--- config.mk ---
export PLATFORM = sky130hd
export DESIGN_NAME = oneshot_enable_watchdog
export DESIGN_NICKNAME = d
export VERILOG_FILES = /design/src/hdl/wdt_pkg.sv /design/src/hdl/tick_if.sv /design/src/hdl/machine_tick.sv /design/src/hdl/oneshot_enable_watchdog.sv
export VERILOG_INCLUDE_DIRS = /design/src /design/src/hdl
export SDC_FILE = /design/constraint.sdc
export NUM_CORES = 1
export LEC_CHECK = 0
export BUFFER_PORTS_ARGS = -buffer_cell sky130_fd_sc_hd__buf_4
export CAP_MARGIN = 20
export CORE_MARGIN = 5
export CORE_UTILIZATION = 50
export DETAILED_ROUTE_END_ITERATION = 10
export MAX_ROUTING_LAYER = met4
export PLACE_DENSITY = 0.84
export SLEW_MARGIN = 20
export SYNTH_ARGS = -nofsm -noshare
export SYNTH_HDL_FRONTEND = slang
export SYNTH_HIERARCHICAL = 1
export SYNTH_SLANG_ARGS = --single-unit
export TNS_END_PERCENT = 20
--- constraint.sdc ---
create_clock -name clk -period 1.8 [get_ports clk]
set_input_delay 0.18 -clock clk [delete_from_list [all_inputs] [get_ports clk]]
set_output_delay 0.18 -clock clk [all_outputs]
set_load 0.03 [all_outputs]
--- src/hdl/wdt_consts.svh ---
`ifndef WDT_CONSTS_SVH
`define WDT_CONSTS_SVH

// special function address of the key register
`define WDT_KEY_ADDR        8'ha6
// key bytes, first then second
`define WDT_KEY_FIRST       8'h1e
`define WDT_KEY_SECOND      8'he1
// counter width and overflow value
`define WDT_CNT_W           14
`define WDT_CNT_MAX         14'h3fff
`define WDT_CNT_ZERO        14'h0000
`define WDT_CNT_ONE         14'h0001
// oscillator periods per machine cycle
`define WDT_MC_6CLK         4'h6
`define WDT_MC_12CLK        4'hc
`define WDT_DIV_ONE         4'h1
// reset pulse length in oscillator periods
`define WDT_PULSE_6CLK_TOSC  98
`define WDT_PULSE_12CLK_TOSC 196
// oscillator period and system clock period in ns
`define WDT_OSC_PERIOD_NS   50
`define WDT_CLK_PERIOD_NS   50
// pulse lengths in clk cycles
`define WDT_PULSE_6CLK_CYC  8'((`WDT_PULSE_6CLK_TOSC * `WDT_OSC_PERIOD_NS) / `WDT_CLK_PERIOD_NS)
`define WDT_PULSE_12CLK_CYC 8'((`WDT_PULSE_12CLK_TOSC * `WDT_OSC_PERIOD_NS) / `WDT_CLK_PERIOD_NS)
`define WDT_PULSE_ZERO      8'h00
`define WDT_PULSE_ONE       8'h01
`define WDT_READ_VALUE      8'h00
`define WDT_SYNC_RESET      3'h0

`endif

--- src/hdl/wdt_pkg.sv ---
package wdt_pkg;

    // key sequence tracker
    typedef enum logic [0:0] {
        KEY_IDLE,
        KEY_GOT_FIRST
    } key_state_t;

    // whole state of the watchdog
    typedef struct packed {
        key_state_t  key;
        logic        armed;
        logic [13:0] count;
        logic [7:0]  pulse_cnt;
        logic        pin_out;
        logic        pin_oe_n;
        logic        dev_rst;
        logic [7:0]  rdata;
        logic [2:0]  pin_sync;
        logic        pin_rst;
        logic        twelve;
    } wd_state_t;

    // state of the machine cycle divider
    typedef struct packed {
        logic [3:0] div_cnt;
        logic       tick;
    } tick_state_t;

endpackage

--- src/hdl/tick_if.sv ---
`timescale 1ns/10ps
interface tick_if;
    logic tick;
    logic run;
    logic twelve;

    modport src  (output tick, input run, input twelve);
    modport sink (input tick, output run, output twelve);
endinterface

--- src/hdl/machine_tick.sv ---
`timescale 1ns/10ps
`include "wdt_consts.svh"
module machine_tick
    import wdt_pkg::*;
(
    // clock and reset
    input wire logic clk,
    input wire logic rstn,
    // tick towards the watchdog
    tick_if.src      mc
);

    tick_state_t state_reg;
    tick_state_t state_next;
    logic [3:0]  period;

    // one tick per six or twelve oscillator periods
    always_comb begin
        state_next = state_reg;
        period = mc.twelve ? `WDT_MC_12CLK : `WDT_MC_6CLK;
        state_next.tick = 1'b0;
        if (!mc.run) begin
            state_next.div_cnt = `WDT_DIV_ONE;
        end else if (state_reg.div_cnt >= period) begin
            state_next.div_cnt = `WDT_DIV_ONE;
            state_next.tick = 1'b1;
        end else begin
            state_next.div_cnt = 4'(state_reg.div_cnt + `WDT_DIV_ONE);
        end
    end

    // state register
    always_ff @(posedge clk or negedge rstn) begin
        if (!rstn) begin
            state_reg <= '0;
        end else begin
            state_reg <= state_next;
        end
    end

    assign mc.tick = state_reg.tick;

    // ticks never come closer than one short machine cycle
    a_tick_gap: assert property (@(posedge clk) disable iff (!rstn)
        state_reg.tick |=> !state_reg.tick [*5])
        else $error("machine ticks too close");

    // six clock mode: next tick six cycles after the last
    a_tick_six: assert property (@(posedge clk) disable iff (!rstn)
        (state_reg.tick && mc.run && !mc.twelve) ##1 (mc.run && !mc.twelve) [*5] |=> state_reg.tick)
        else $error("six clock tick spacing wrong");

    // twelve clock mode: next tick twelve cycles after the last
    a_tick_twelve: assert property (@(posedge clk) disable iff (!rstn)
        (state_reg.tick && mc.run && mc.twelve) ##1 (mc.run && mc.twelve) [*8] ##1 (mc.run && mc.twelve) [*3]
        |=> state_reg.tick)
        else $error("twelve clock tick spacing wrong");

endmodule // machine_tick

--- src/hdl/oneshot_enable_watchdog.sv ---
// Overview of operation
// - fourteen bit counter with one key register
// - every reset leaves the watchdog disarmed
// - key pair at a6 arms the watchdog
// - armed counter steps once per machine cycle
// - no software disarm, only resets disarm
// - reaching 3fff resets the whole device
// - key pair while armed clears counter
// - key register is write only
// - counter never readable nor loadable
// - overflow drives high pulse on reset pin
// - pulse lasts 98 or 196 oscillator periods
`timescale 1ns/10ps
`include "wdt_consts.svh"
module oneshot_enable_watchdog
    import wdt_pkg::*;
(
    // clock and reset
    input  wire logic       clk,
    input  wire logic       rstn,
    // special function register port
    input  wire logic       sfr_wr,
    input  wire logic       sfr_rd,
    input  wire logic [7:0] sfr_addr,
    input  wire logic [7:0] sfr_wdata,
    output logic      [7:0] sfr_rdata,
    // configuration
    input  wire logic       twelve_clk_mode,
    // reset pin, two-way
    input  wire logic       rst_pin_in,
    output logic            rst_pin_out,
    output logic            rst_pin_oe_n,
    // reset towards the rest of the device
    output logic            device_reset
);

    wd_state_t state_reg;
    wd_state_t state_next;
    tick_if    mc ();

    logic key_wr;
    logic accept;
    logic service;
    logic overflow;
    logic in_reset;

    // write strobe aimed at the key register
    function automatic logic key_hit(input logic wr, input logic [7:0] addr);
        return wr && (addr == `WDT_KEY_ADDR);
    endfunction

    // machine cycle divider
    machine_tick u_tick (
        .clk  (clk),
        .rstn (rstn),
        .mc   (mc.src)
    );

    assign mc.run    = state_reg.armed;
    assign mc.twelve = state_reg.twelve;

    // key decode and overflow detection
    always_comb begin
        in_reset = state_reg.dev_rst;
        key_wr   = key_hit(sfr_wr, sfr_addr) && !in_reset;
        accept   = key_wr && (state_reg.key == KEY_GOT_FIRST) && (sfr_wdata == `WDT_KEY_SECOND);
        service  = state_reg.armed && accept;
        overflow = state_reg.armed && (state_reg.count == `WDT_CNT_MAX) && !service;
    end

    // next state
    always_comb begin
        state_next = state_reg;
        state_next.twelve = twelve_clk_mode;

        // pin synchroniser, level taken once the last two agree
        state_next.pin_sync = {state_reg.pin_sync[1:0], rst_pin_in};
        if (state_reg.pin_sync[1] == state_reg.pin_sync[2]) begin
            state_next.pin_rst = state_reg.pin_sync[2];
        end

        // key sequence tracker
        if (in_reset) begin
            state_next.key = KEY_IDLE;
        end else if (key_wr) begin
            if (sfr_wdata == `WDT_KEY_FIRST) begin
                state_next.key = KEY_GOT_FIRST;
            end else begin
                state_next.key = KEY_IDLE;
            end
        end

        // arming, counting, servicing; no load path exists
        if (in_reset || overflow) begin
            state_next.armed = 1'b0;
            state_next.count = `WDT_CNT_ZERO;
        end else if (accept) begin
            state_next.armed = 1'b1;
            state_next.count = `WDT_CNT_ZERO;
        end else if (state_reg.armed && mc.tick) begin
            state_next.count = 14'(state_reg.count + `WDT_CNT_ONE);
        end

        // reset pulse on the pin
        if (overflow) begin
            state_next.pulse_cnt = state_reg.twelve ? `WDT_PULSE_12CLK_CYC : `WDT_PULSE_6CLK_CYC;
        end else if (state_reg.pulse_cnt != `WDT_PULSE_ZERO) begin
            state_next.pulse_cnt = 8'(state_reg.pulse_cnt - `WDT_PULSE_ONE);
        end
        state_next.pin_out  = (state_next.pulse_cnt != `WDT_PULSE_ZERO);
        state_next.pin_oe_n = !state_next.pin_out;
        state_next.dev_rst  = state_next.pin_out || state_reg.pin_rst;

        // key register reads back nothing
        state_next.rdata = `WDT_READ_VALUE;
    end

    // state register
    always_ff @(posedge clk or negedge rstn) begin
        if (!rstn) begin
            state_reg          <= '0;
            state_reg.key      <= KEY_IDLE;
            state_reg.pin_oe_n <= 1'b1;
            state_reg.pin_sync <= `WDT_SYNC_RESET;
        end else begin
            state_reg <= state_next;
        end
    end

    // outputs straight from flip-flops
    assign sfr_rdata    = state_reg.rdata;
    assign rst_pin_out  = state_reg.pin_out;
    assign rst_pin_oe_n = state_reg.pin_oe_n;
    assign device_reset = state_reg.dev_rst;

    // helper: length of the current pin pulse
    logic [8:0] hi_len;
    logic       hi_twelve;
    always_ff @(posedge clk or negedge rstn) begin
        if (!rstn) begin
            hi_len    <= 9'h000;
            hi_twelve <= 1'b0;
        end else if (state_reg.pin_out) begin
            hi_len    <= 9'(hi_len + 9'h001);
        end else begin
            hi_len    <= 9'h000;
            hi_twelve <= state_reg.twelve;
        end
    end

    a_disarmed_zero: assert property (@(posedge clk) disable iff (!rstn)
        !state_reg.armed |-> state_reg.count == `WDT_CNT_ZERO)
        else $error("disarmed counter not zero");

    a_arm_on_pair: assert property (@(posedge clk) disable iff (!rstn)
        (key_hit(sfr_wr, sfr_addr) && !state_reg.dev_rst && state_reg.key == KEY_GOT_FIRST
         && sfr_wdata == `WDT_KEY_SECOND) |=> state_reg.armed && state_reg.count == `WDT_CNT_ZERO)
        else $error("key pair did not arm");

    a_count_step: assert property (@(posedge clk) disable iff (!rstn)
        (state_reg.armed && mc.tick && !overflow && !accept && !in_reset)
        |=> state_reg.count == 14'($past(state_reg.count) + `WDT_CNT_ONE))
        else $error("counter did not step on tick");

    a_stay_armed: assert property (@(posedge clk) disable iff (!rstn)
        (state_reg.armed && !overflow && !state_reg.dev_rst) |=> state_reg.armed)
        else $error("watchdog disarmed without reset");

    a_overflow_rst: assert property (@(posedge clk) disable iff (!rstn)
        (state_reg.armed && state_reg.count == `WDT_CNT_MAX && !accept)
        |=> !state_reg.armed && device_reset && rst_pin_out && !rst_pin_oe_n)
        else $error("overflow did not reset device");

    a_service_clr: assert property (@(posedge clk) disable iff (!rstn)
        (state_reg.armed && accept) |=> state_reg.armed && state_reg.count == `WDT_CNT_ZERO)
        else $error("service did not clear counter");

    a_read_blank: assert property (@(posedge clk) disable iff (!rstn)
        $past(sfr_rd) |-> sfr_rdata == `WDT_READ_VALUE)
        else $error("key register read back data");

    a_pulse_len: assert property (@(posedge clk) disable iff (!rstn)
        $fell(state_reg.pin_out) |-> hi_len == (hi_twelve ? 9'(`WDT_PULSE_12CLK_CYC) : 9'(`WDT_PULSE_6CLK_CYC)))
        else $error("reset pulse length wrong");

    a_bad_key: assert property (@(posedge clk) disable iff (!rstn)
        (key_hit(sfr_wr, sfr_addr) && !state_reg.armed && !state_reg.dev_rst
         && sfr_wdata != `WDT_KEY_SECOND) |=> !state_reg.armed)
        else $error("wrong key armed watchdog");

    // pin is driven exactly while a pulse is pending
    a_pin_drive: assert property (@(posedge clk) disable iff (!rstn)
        (state_reg.pulse_cnt != `WDT_PULSE_ZERO) == (rst_pin_out && !rst_pin_oe_n))
        else $error("reset pin drive wrong");

    // device held in reset while the pin pulse runs
    a_pulse_resets: assert property (@(posedge clk) disable iff (!rstn)
        rst_pin_out |-> device_reset)
        else $error("pulse without device reset");

    // any reset level disarms on the next cycle
    a_reset_disarm: assert property (@(posedge clk) disable iff (!rstn)
        state_reg.dev_rst |=> !state_reg.armed)
        else $error("still armed during reset");

    // a key write other than the first byte drops the tracker
    a_key_drop: assert property (@(posedge clk) disable iff (!rstn)
        (key_wr && sfr_wdata != `WDT_KEY_FIRST) |=> state_reg.key == KEY_IDLE)
        else $error("key tracker not cleared");

    // the first byte always starts a new pair
    a_key_start: assert property (@(posedge clk) disable iff (!rstn)
        (key_wr && sfr_wdata == `WDT_KEY_FIRST) |=> state_reg.key == KEY_GOT_FIRST)
        else $error("key tracker not started");

    // counter moves only by a tick or a clear
    a_count_only: assert property (@(posedge clk) disable iff (!rstn)
        (state_reg.count != $past(state_reg.count)) |-> (state_reg.count == `WDT_CNT_ZERO || $past(mc.tick)))
        else $error("counter changed without tick or clear");

endmodule // oneshot_enable_watchdog

==> impl_metrics.yaml, run 1 <==
outcome:
  outcome: "finished clean"
synth:
  syn-cell-area_mm2: 0.00201
  ys_dominant_reg_cell: "dfrtp_1"
  async_reset_ff_share_pct: 100
  synth.avg_cell_area_um2: 10.3
  postSynthCellCount: 195
  synth-seq-cells: 37
  synth-edff-count: 0
  synth_seq_area_share_pct: 46.1
  ys_warn_count: 6
  ys_types: 48
clock_network:
  cts_tree: "yes"
  cts_root_buf: "clkbuf_8"
  h-tree-depth: 2
  worstSkewPairLatency_ns: 0.30
  cts_buffer_depth: 2
  cts_sinks: 37
  clk_pin_slew_worst_paths_ns: 0.08
  cts_made_buffers: 5
timing:
  final-setup-viol-count: 0
  fin_crit_sh_pct: 99.9
  finalHoldViolCount: 0
  setup_ws_ns: 0.00268
  drv_slew: 0
  rsz0062_at_grt: "true"
  period_minus_slack_ns: 1.80
  clock.fmax_ghz: 0.556
  tns_ns: 0
  fin_skew_ns: 0.00455
layout:
  nets: 270
  fillers: 298
  largest_register_ffs: 25
  drive_gt1_share_pct: 31.7
  num_antenna_cells: 0
  syn_to_final_growth_pct: 28.3
  fin_util_pct: 65.4
drt:
  vias: 1624
  ant_nets: 0
  vias_per_cell: 5.54
  first_iter_violations: 79
  drc: 0
  avgRoutedWirePerCell_um: 15.0
  drt_first_pass_iters: 4
  routed_wl_um: 4380
floorplan:
  die_w_um: 73.4
  die_area_mm2: 0.00539
  std_cell_rows: 23
  fp.dieH_um: 73.4
  ioPinCount: 33
  core_mm2: 0.00394
  initial_core_util_pct: 51.0
placement:
  portBuffers: 23
  place_hpwl_um: 2900
  post-place-ws_ns: -0.0271
  routabilityCongestion: 0.934
setup_path:
  crit_path_start_kind: "flip-flop"
  cp-end-kind: "flip-flop"
  crit_type: "reg2reg"
  worstPathArrival_ns: 2.04
  crit_fanout: 4
  required_ns: 2.04
grt:
  grt_pass1_vias: 1629
  grt_use_total_pct: 18.4
  grt_max_degree: 38
  grt_pass1_wl_um: 7390
  antenna_found_initial: 0
  grt_overflow_total: 0
hold_path:
  hp-class: "in2reg"
flow_run:
  drv_cap: 0
power:
  vdd_drop_max_mv: 0.503
  p_leak_nw: 1.06
  p_per_area_mw_per_mm2: 655
==> layer usage <==
layer	routed length, µm	GRT usage, %	vias to the layer above	share of wire (%)
met3	249	3.97	7	5.7
met4	79	8.05	0	1.8
met2	2130	29.4	51	49
met1	1920	22.4	780	44
met5	0	-	-	0
li1	-	-	786	-
==> report_power, final <==
part / internal, W / total, W / switching (W) / leakage, nW
Combinational: 0.0000379 / 0.0000872 / 0.0000493 / 0.533
Clock: 0.000450 / 0.000761 / 0.000311 / 0.0574
Sequential: 0.000837 / 0.000842 / 0.00000424 / 0.471
Total: 0.00133 / 0.00169 / 0.000364 / 1.06
==> worst paths after layout <==
check,startpoint,end,slack (ns),depth (start not counted)
max in group asynchronous,rstn,rst_pin_oe_n$_DFF_PN1_,1.09,2
hold reg to reg,state_next[3]$_DFF_PN0_,state_next[4]$_DFF_PN0_,0.35,0
min in group asynchronous,rstn,state_reg[20]$_DFF_PN0_,0.37,2
setup reg to reg,state_reg[19]$_DFF_PN0_,rst_pin_oe_n$_DFF_PN1_,0.003,4
setup / recovery,state_reg[19]$_DFF_PN0_,rst_pin_oe_n$_DFF_PN1_,0.003,4
hold / removal,sfr_wdata[0],state_reg[39]$_DFFE_PN0P_,0.23,4
==> area by class of cell <==
| cell class | instances | area [µm²] | share of cell area, % |
|---|---|---|---|
| inverters | 10 | 37.5 | 1.46 |
| flip-flops and latches | 37 | 928 | 36.0 |
| clock buffers | 6 | 82.6 | 3.20 |
| well taps | 50 | 62.6 | 2.43 |
| repair buffers | 46 | 353 | 13.7 |
| multi-input cells | 142 | 1080 | 41.8 |
| clock inverters | 2 | 37.5 | 1.46 |
==> cell usage after synthesis, types with 4 or more instances <==
cell type / number / area (µm²)
or3_1: 5 / 31.3
nand4_1: 8 / 50.1
nor3_1: 23 / 115
nor2_1: 7 / 26.3
nand3_1: 5 / 25.0
inv_1: 10 / 37.5
nor4_1: 4 / 25.0
xnor2_1: 14 / 123
nand2_1: 8 / 30.0
buf_4: 8 / 60.1
and3_1: 4 / 25.0
dfrtp_1: 36 / 901
mux2i_1: 4 / 40.0
xor2_1: 4 / 35.0
a21oi_1: 5 / 25.0
ha_1: 6 / 75.1
==> critical path: stages (launching register included) <==
cell	delay, ns
dfrtp_1	0.39
or3_4	0.42
or3_4	0.41
a221oi_4	0.30
and4_1	0.23
==> cell usage in the layout (no fill, tap or decap), types with 4 or more instances in the layout <==
cell type  instances
nor2_1             5
nand3_1            5
nor3_1            22
clkbuf_8           6
ha_1               5
xnor2_1           13
nor4_1             4
dfrtp_1           35
nand4_1            8
inv_1              8
conb_1             8
and3_1             4
buf_4             43
or3_1              5
xor2_1             4
nand2_1            8
mux2i_1            4
a21oi_1            5
==> repair_timing <==
action,CTS,global route
buffers inserted,2,2
endpoints found under the hold margin,38,0
setup endpoints to repair,3,9
resized for setup,9,5
pin swaps,2,4
gates cloned,0,0
hold buffers,3,0
==> stage by stage <==
stage	hold WS (ns)	total power, W	instance area, µm²	cells
after global routing	0.252	0.00175	2580	293
after detailed placement	0.168	0.000941	2320	278
after CTS	0.217	0.00170	2530	291
final	0.231	0.00169	2580	293
after global placement	0.158	0.000938	2320	278
after floorplan	-0.116	0.000901	2060	202
==> cells by family (layout without fill, tap and decap cells) <==
group | after synthesis | count (layout) | synth area share (%)
AO/OA/AOI/OAI | 17 | 17 | 6.41
XOR/XNOR | 18 | 18 | 7.85
adder cells (fa/ha/maj) | 7 | 7 | 4.23
buffers and inverters | 23 | 64 | 5.92
flip-flops | 37 | 37 | 46.1
multiplexers | 6 | 6 | 3.11
other | 1 | 8 | 0.187
AND/OR/NAND/NOR | 86 | 86 | 26.2
(Power assumes the default switching activity.)
==> inputs of run 2 (changes only) <==
SETUP_SLACK_MARGIN = 0.15   (was not set)
==> run 2 against run 1 <==
Against the previous run: the run now ends with negative setup slack left; fmax shrank 3.7%; clock skew is essentially flat; routed wire length grew 25%; utilization grew 4.3 points; sequential power is essentially flat; sequential cell count is the same; cell area grew 6.6%; first-iteration DRC count grew 110%.
==> impl_metrics.yaml, run 2 (synthesis gave the netlist of run 1 again) <==
layout:
  drive_gt1_share_pct: 38.2
  final_cell_mix: "buf_4 (50), dfrtp_1 (33), nor3_1 (22)"
  layout_commonest_cell: "buf_4"
  finalNonFillerCells: 304
  nets: 281
  num_antenna_cells: 0
  fin_util_pct: 69.8
  syn_to_final_growth_pct: 36.9
  fillers: 276
  largest_register_ffs: 25
clock_network:
  cts_tree: "yes"
  h-tree-depth: 2
  cts_root_buf: "clkbuf_8"
  worstSkewPairLatency_ns: 0.30
  clk_pin_slew_worst_paths_ns: 0.08
  cts_buffer_depth: 2
  cts_sinks: 37
  cts_made_buffers: 5
timing:
  fin_skew_ns: 0.00428
  finalHoldViolCount: 0
  final-setup-viol-count: 6
  clock.fmax_ghz: 0.536
  fin_crit_sh_pct: 104
  setup_ws_ns: -0.0663
  period_minus_slack_ns: 1.87
  rsz0062_at_grt: "true"
  tns_ns: -0.170
  drv_slew: 0
placement:
  place_inst: 280
  routabilityCongestion: 0.979
  post-place-ws_ns: -0.0225
  place_hpwl_um: 3150
  portBuffers: 23
grt:
  grt_pass1_wl_um: 8180
  antenna_found_initial: 0
  grt_overflow_total: 0
  grt_use_total_pct: 20.6
  grt_pass1_vias: 1809
  use_met1_pct: 24.3
  busiest_layer: "met2"
  use_met3_pct: 4.38
  met2_usage_pct: 34.5
  grt_max_degree: 38
drt:
  drt_first_pass_iters: 4
  drc: 0
  ant_nets: 0
  first_iter_violations: 166
  routed_wl_um: 5470
  vias: 1755
  vias_per_cell: 5.77
  avgRoutedWirePerCell_um: 18.0
setup_path:
  required_ns: 2.04
  crit_path_start_kind: "flip-flop"
  crit_fanout: 4
  worstPathArrival_ns: 2.11
  crit_type: "reg2reg"
  cp-end-kind: "flip-flop"
power:
  p_seq_share_pct: 46.5
  p_int_w: 0.00143
  p_clk_share_pct: 48.7
  vdd_drop_max_mv: 0.488
  p_leak_nw: 1.12
  swShare_pct: 20.8
  p_sw_w: 0.000376
  power_frac_comb_pct: 4.8
  p_per_area_mw_per_mm2: 658
hold_path:
  hp-class: "in2reg"
flow_run:
  drv_cap: 0
floorplan:
  std_cell_rows: 23
  core_mm2: 0.00394
  ioPinCount: 33
  initial_core_util_pct: 51.0
  fp.dieH_um: 73.4
  die_w_um: 73.4
  die_area_mm2: 0.00539
outcome:
  violations: "negative setup slack"
  outcome: "finished with violations"
run 2: what timing repair did:
action | CTS | global route
hold buffers | 3 | 0
gates resized for setup | 8 | 23
buffers inserted | 2 | 11
endpoints found under the hold margin | 38 | 0
pin swaps | 9 | 14
endpoints found under the setup margin | 10 | 27
run 2: path summary, 6_finish.rpt:
check	from	to	slack, ns	depth (start not counted)
setup / recovery	state_reg[17]$_DFF_PN0_	rst_pin_oe_n$_DFF_PN1_	-0.07	5
hold / removal	sfr_wdata[0]	state_reg[39]$_DFFE_PN0P_	0.22	4
setup reg to reg	state_reg[17]$_DFF_PN0_	rst_pin_oe_n$_DFF_PN1_	-0.07	5
hold reg to reg	state_next[3]$_DFF_PN0_	state_next[4]$_DFF_PN0_	0.35	0
max in group asynchronous	rstn	state_reg[28]$_DFFE_PN0P_	1.07	2
min in group asynchronous	rstn	u_tick/state_reg[3]$_DFF_PN0_	0.38	2
run 2: metrics by stage:
stage | total power (W) | hold WS (ns) | cell area (µm²)
2_1_floorplan | 0.000901 | -0.116 | 2060
4_1_cts | 0.00182 | 0.220 | 2560
3_3_place_gp | 0.000938 | 0.160 | 2340
6_report | 0.00181 | 0.222 | 2750
5_1_grt | 0.00187 | 0.255 | 2750
3_5_place_dp | 0.000940 | 0.162 | 2340
run 2: per-layer routing:
metal / up-vias / part of all wire (%) / wire length (µm)
met5: - / 0 / 0
met3: 12 / 5.4 / 297
met4: 0 / 2.6 / 142
met1: 850 / 40 / 2170
met2: 86 / 52 / 2860
li1: 807 / - / -
run 2: cell type report:
cell class,count,area (µm²),share of cell area [%]
flip-flops and latches,37,931,33.8
repair buffers,57,450,16.4
multi-input cells,142,1130,41.1
clock inverters,3,68.8,2.50
well taps,50,62.6,2.27
inverters,10,37.5,1.36
clock buffers,5,68.8,2.50
run 2: critical path: stages, from the launching register on:
cell	delay, ns
dfrtp_1	0.43
inv_2	0.13
ha_1	0.28
nor3b_1	0.38
mux2i_2	0.36
and4_1	0.24
run 2: power by group through the flow:
stage          logic (W)  clock network [W]  registers [W]
2_1_floorplan  0.0000437                  0       0.000857
3_3_place_gp   0.0000804                  0       0.000858
3_5_place_dp   0.0000820                  0       0.000858
4_1_cts        0.0000876           0.000886       0.000842
5_1_grt        0.0000970           0.000927       0.000843
6_report       0.0000872           0.000881       0.000842
==> inputs of run 3 (changes only) <==
ABC_AREA = 1   (was not set)
PLACE_DENSITY = 0.83   (was 0.84)
==> run 3 against run 2 <==
Against the previous run: the flow now finishes without violations; via count is 4.4% lower; clock skew shrank 0.0010 ns; worst setup slack improved by 0.30 ns; sequential share of layout area rose by 1.2 points; utilization down 8.6 points; non-clock buffer count decreased by 24; synthesized cell count increased by 30%; largest power group is now registers; global-route usage fell by 5.7 points; cell area fell by 3.9%; critical path depth increased by 6; critical path type unchanged.
==> impl_metrics.yaml, run 3 <==
grt:
  grt_overflow_total: 0
  antenna_found_initial: 0
  grt_pass1_vias: 1608
  grt_max_degree: 38
  grt_use_total_pct: 14.9
  grt_pass1_wl_um: 7090
power:
  p_int_w: 0.00122
  p_leak_nw: 1.30
  vdd_drop_max_mv: 0.452
  p_clk_share_pct: 40.3
  p_seq_share_pct: 53.5
  p_per_area_mw_per_mm2: 595
  swShare_pct: 22.2
  p_sw_w: 0.000349
  power_frac_comb_pct: 6.2
timing:
  tns_ns: 0
  clock.fmax_ghz: 0.637
  hold_slack_ns: 0.160
  rsz0062_at_grt: "true"
  fin_skew_ns: 0.00329
  drv_slew: 0
  fin_crit_sh_pct: 87.3
  final-setup-viol-count: 0
  finalHoldViolCount: 0
  period_minus_slack_ns: 1.57
layout:
  num_antenna_cells: 0
  regArea_um2: 927
  largest_register_ffs: 25
  stdcell_area_mm2: 0.00264
  finalNonFillerCells: 344
  multi_input_area_mm2: 0.00114
  layout_commonest_cell: "nand2_1"
  drive_gt1_share_pct: 30.8
  syn_to_final_growth_pct: 19.3
  nets: 319
  final_cell_mix: "nand2_1 (41), dfrtp_1 (36), nor2_1 (33)"
  fillers: 390
flow_run:
  drv_cap: 0
drt:
  vias: 1677
  drt_first_pass_iters: 4
  vias_per_cell: 4.88
  first_iter_violations: 86
  ant_nets: 0
  routed_wl_um: 3950
  drc: 0
  avgRoutedWirePerCell_um: 11.5
setup_path:
  timing.rr.end: "device_reset$_DFF_PN0_"
  r2r_start: "state_reg[17]$_DFF_PN0_"
  endpoint: "device_reset$_DFF_PN0_"
  crit_path_start_kind: "flip-flop"
  rrSetupSlack_ns: 0.23
  r2r_cells: 11
  required_ns: 1.98
  cp-end-kind: "flip-flop"
  setup.worst_path.start: "state_reg[17]$_DFF_PN0_"
  worstPathArrival_ns: 1.75
  crit_path_cell_trace: "inv_1, ha_4, nand2_1, nor2_4, nand2_4, nand2_2, nand2_2, nor2_2, nand3_2, nor2_4, nand3_2"
  crit_fanout: 2
  crit_type: "reg2reg"
  cpPeakStageDelay_ns: 0.38
  crit_slowest_cell: "dfrtp_1"
synth:
  synth-edff-count: 0
  synth_most_common_cell: "nand2_1"
  synth_top_area_share_pct: 40.7
  syn-cell-area_mm2: 0.00221
  ys_types: 38
  synth_top_area_cell: "dfrtp_1"
  synthTopCellsByArea: "dfrtp_1 (41%), nand2_1 (7.1%), nor2_1 (5.6%)"
  ys_warn_count: 6
  synth-seq-cells: 37
  ys_dominant_reg_cell: "dfrtp_1"
  synth.avg_cell_area_um2: 8.75
  async_reset_ff_share_pct: 100
  synth_seq_area_share_pct: 41.9
  postSynthCellCount: 253
  yosys-top-cells-count: "nand2_1 (42), dfrtp_1 (36), nor2_1 (33)"
placement:
  place_inst: 327
  place_hpwl_um: 2890
  portBuffers: 23
  place_area_mm2: 0.00241
  routabilityCongestion: 0.847
floorplan:
  std_cell_rows: 24
  ioPinCount: 33
  fp.dieH_um: 76.6
  die_area_mm2: 0.00586
  core_mm2: 0.00432
  die_w_um: 76.6
  initial_core_util_pct: 51.2
clock_network:
  cts_buffer_depth: 2
  cts_tree: "yes"
  worstSkewPairLatency_ns: 0.29
  cts_sinks: 37
  cts_root_buf: "clkbuf_8"
  cts_made_buffers: 5
  h-tree-depth: 2
  clk_pin_slew_worst_paths_ns: 0.07
outcome:
  outcome: "finished clean"
hold_path:
  hp-class: "in2reg"
-- run 3: per-stage QoR --
step                      util (%)  total power [W]  worst slack [ns]
after floorplan                  -         0.000910             0.231
after detailed placement      55.8         0.000951            0.0432
final                         61.1          0.00157             0.229
after global placement        55.8         0.000948             0.136
after CTS                     59.1          0.00159             0.116
after global routing          61.1          0.00164             0.121
-- run 3: cell families after synthesis --
logic type / count (synthesis) / synth area share [%]
other: 1 / 0.169
adder cells (fa/ha/maj): 7 / 3.84
XOR/XNOR: 12 / 5.09
buffers and inverters: 46 / 9.66
AND/OR/NAND/NOR: 137 / 35.6
flip-flops: 37 / 41.9
AO/OA/AOI/OAI: 13 / 3.73
-- run 3: critical path: cells and delay by family, from the launching register on --
family / cells / cell delay [ns]
adder cells (fa/ha/maj): 1 / 0.14
buffers and inverters: 1 / 0.12
flip-flops: 1 / 0.38
AND/OR/NAND/NOR: 9 / 0.83
-- run 3: routing by layer --
layer	track usage (%)	vias to the layer above	share of wire, %
met5	-	-	0
met4	4.90	0	1.4
met3	4.37	7	4.3
met2	25.1	30	51
met1	17.0	789	43
li1	-	851	-
-- run 3: cell type report --
| type | instances | area share, % |
|---|---|---|
| clock inverter | 1 | 0.189 |
| tap | 52 | 2.46 |
| timing repair buffer | 33 | 10.1 |
| multi-input combinational | 177 | 43.1 |
| sequential | 37 | 35.1 |
| inverter | 37 | 5.40 |
| clock buffer | 7 | 3.65 |
-- run 3: worst min-delay path by stage --
stage	start	end	slack, ns	cells past startpoint
2_1_floorplan	rstn	device_reset$_DFF_PN0_	-0.12	0
3_3_place_gp	rstn	state_reg[19]$_DFF_PN0_	0.17	1
3_5_place_dp	rstn	state_reg[19]$_DFF_PN0_	0.17	1
4_1_cts	sfr_wdata[6]	state_reg[39]$_DFFE_PN0P_	0.16	4
5_1_grt	sfr_wdata[0]	state_reg[39]$_DFFE_PN0P_	0.17	4
6_report	sfr_wdata[6]	state_reg[39]$_DFFE_PN0P_	0.16	4
-- run 3: repair_timing --
action / CTS / global route
gates resized for setup: 3 / 7
endpoints found under the hold margin: 38 / 0
setup endpoints to repair: 6 / 9
gates cloned: 0 / 0
pin swaps: 0 / 5
setup buffers: 0 / 6
hold buffers: 3 / 0
-- run 3: power by group through the flow --
stage          combinational, W  sequential [W]  clock (W)
2_1_floorplan         0.0000534        0.000857          0
3_3_place_gp          0.0000907        0.000858          0
3_5_place_dp          0.0000928        0.000858          0
4_1_cts               0.0000981        0.000842   0.000654
5_1_grt                0.000109        0.000842   0.000691
6_report              0.0000967        0.000842   0.000634
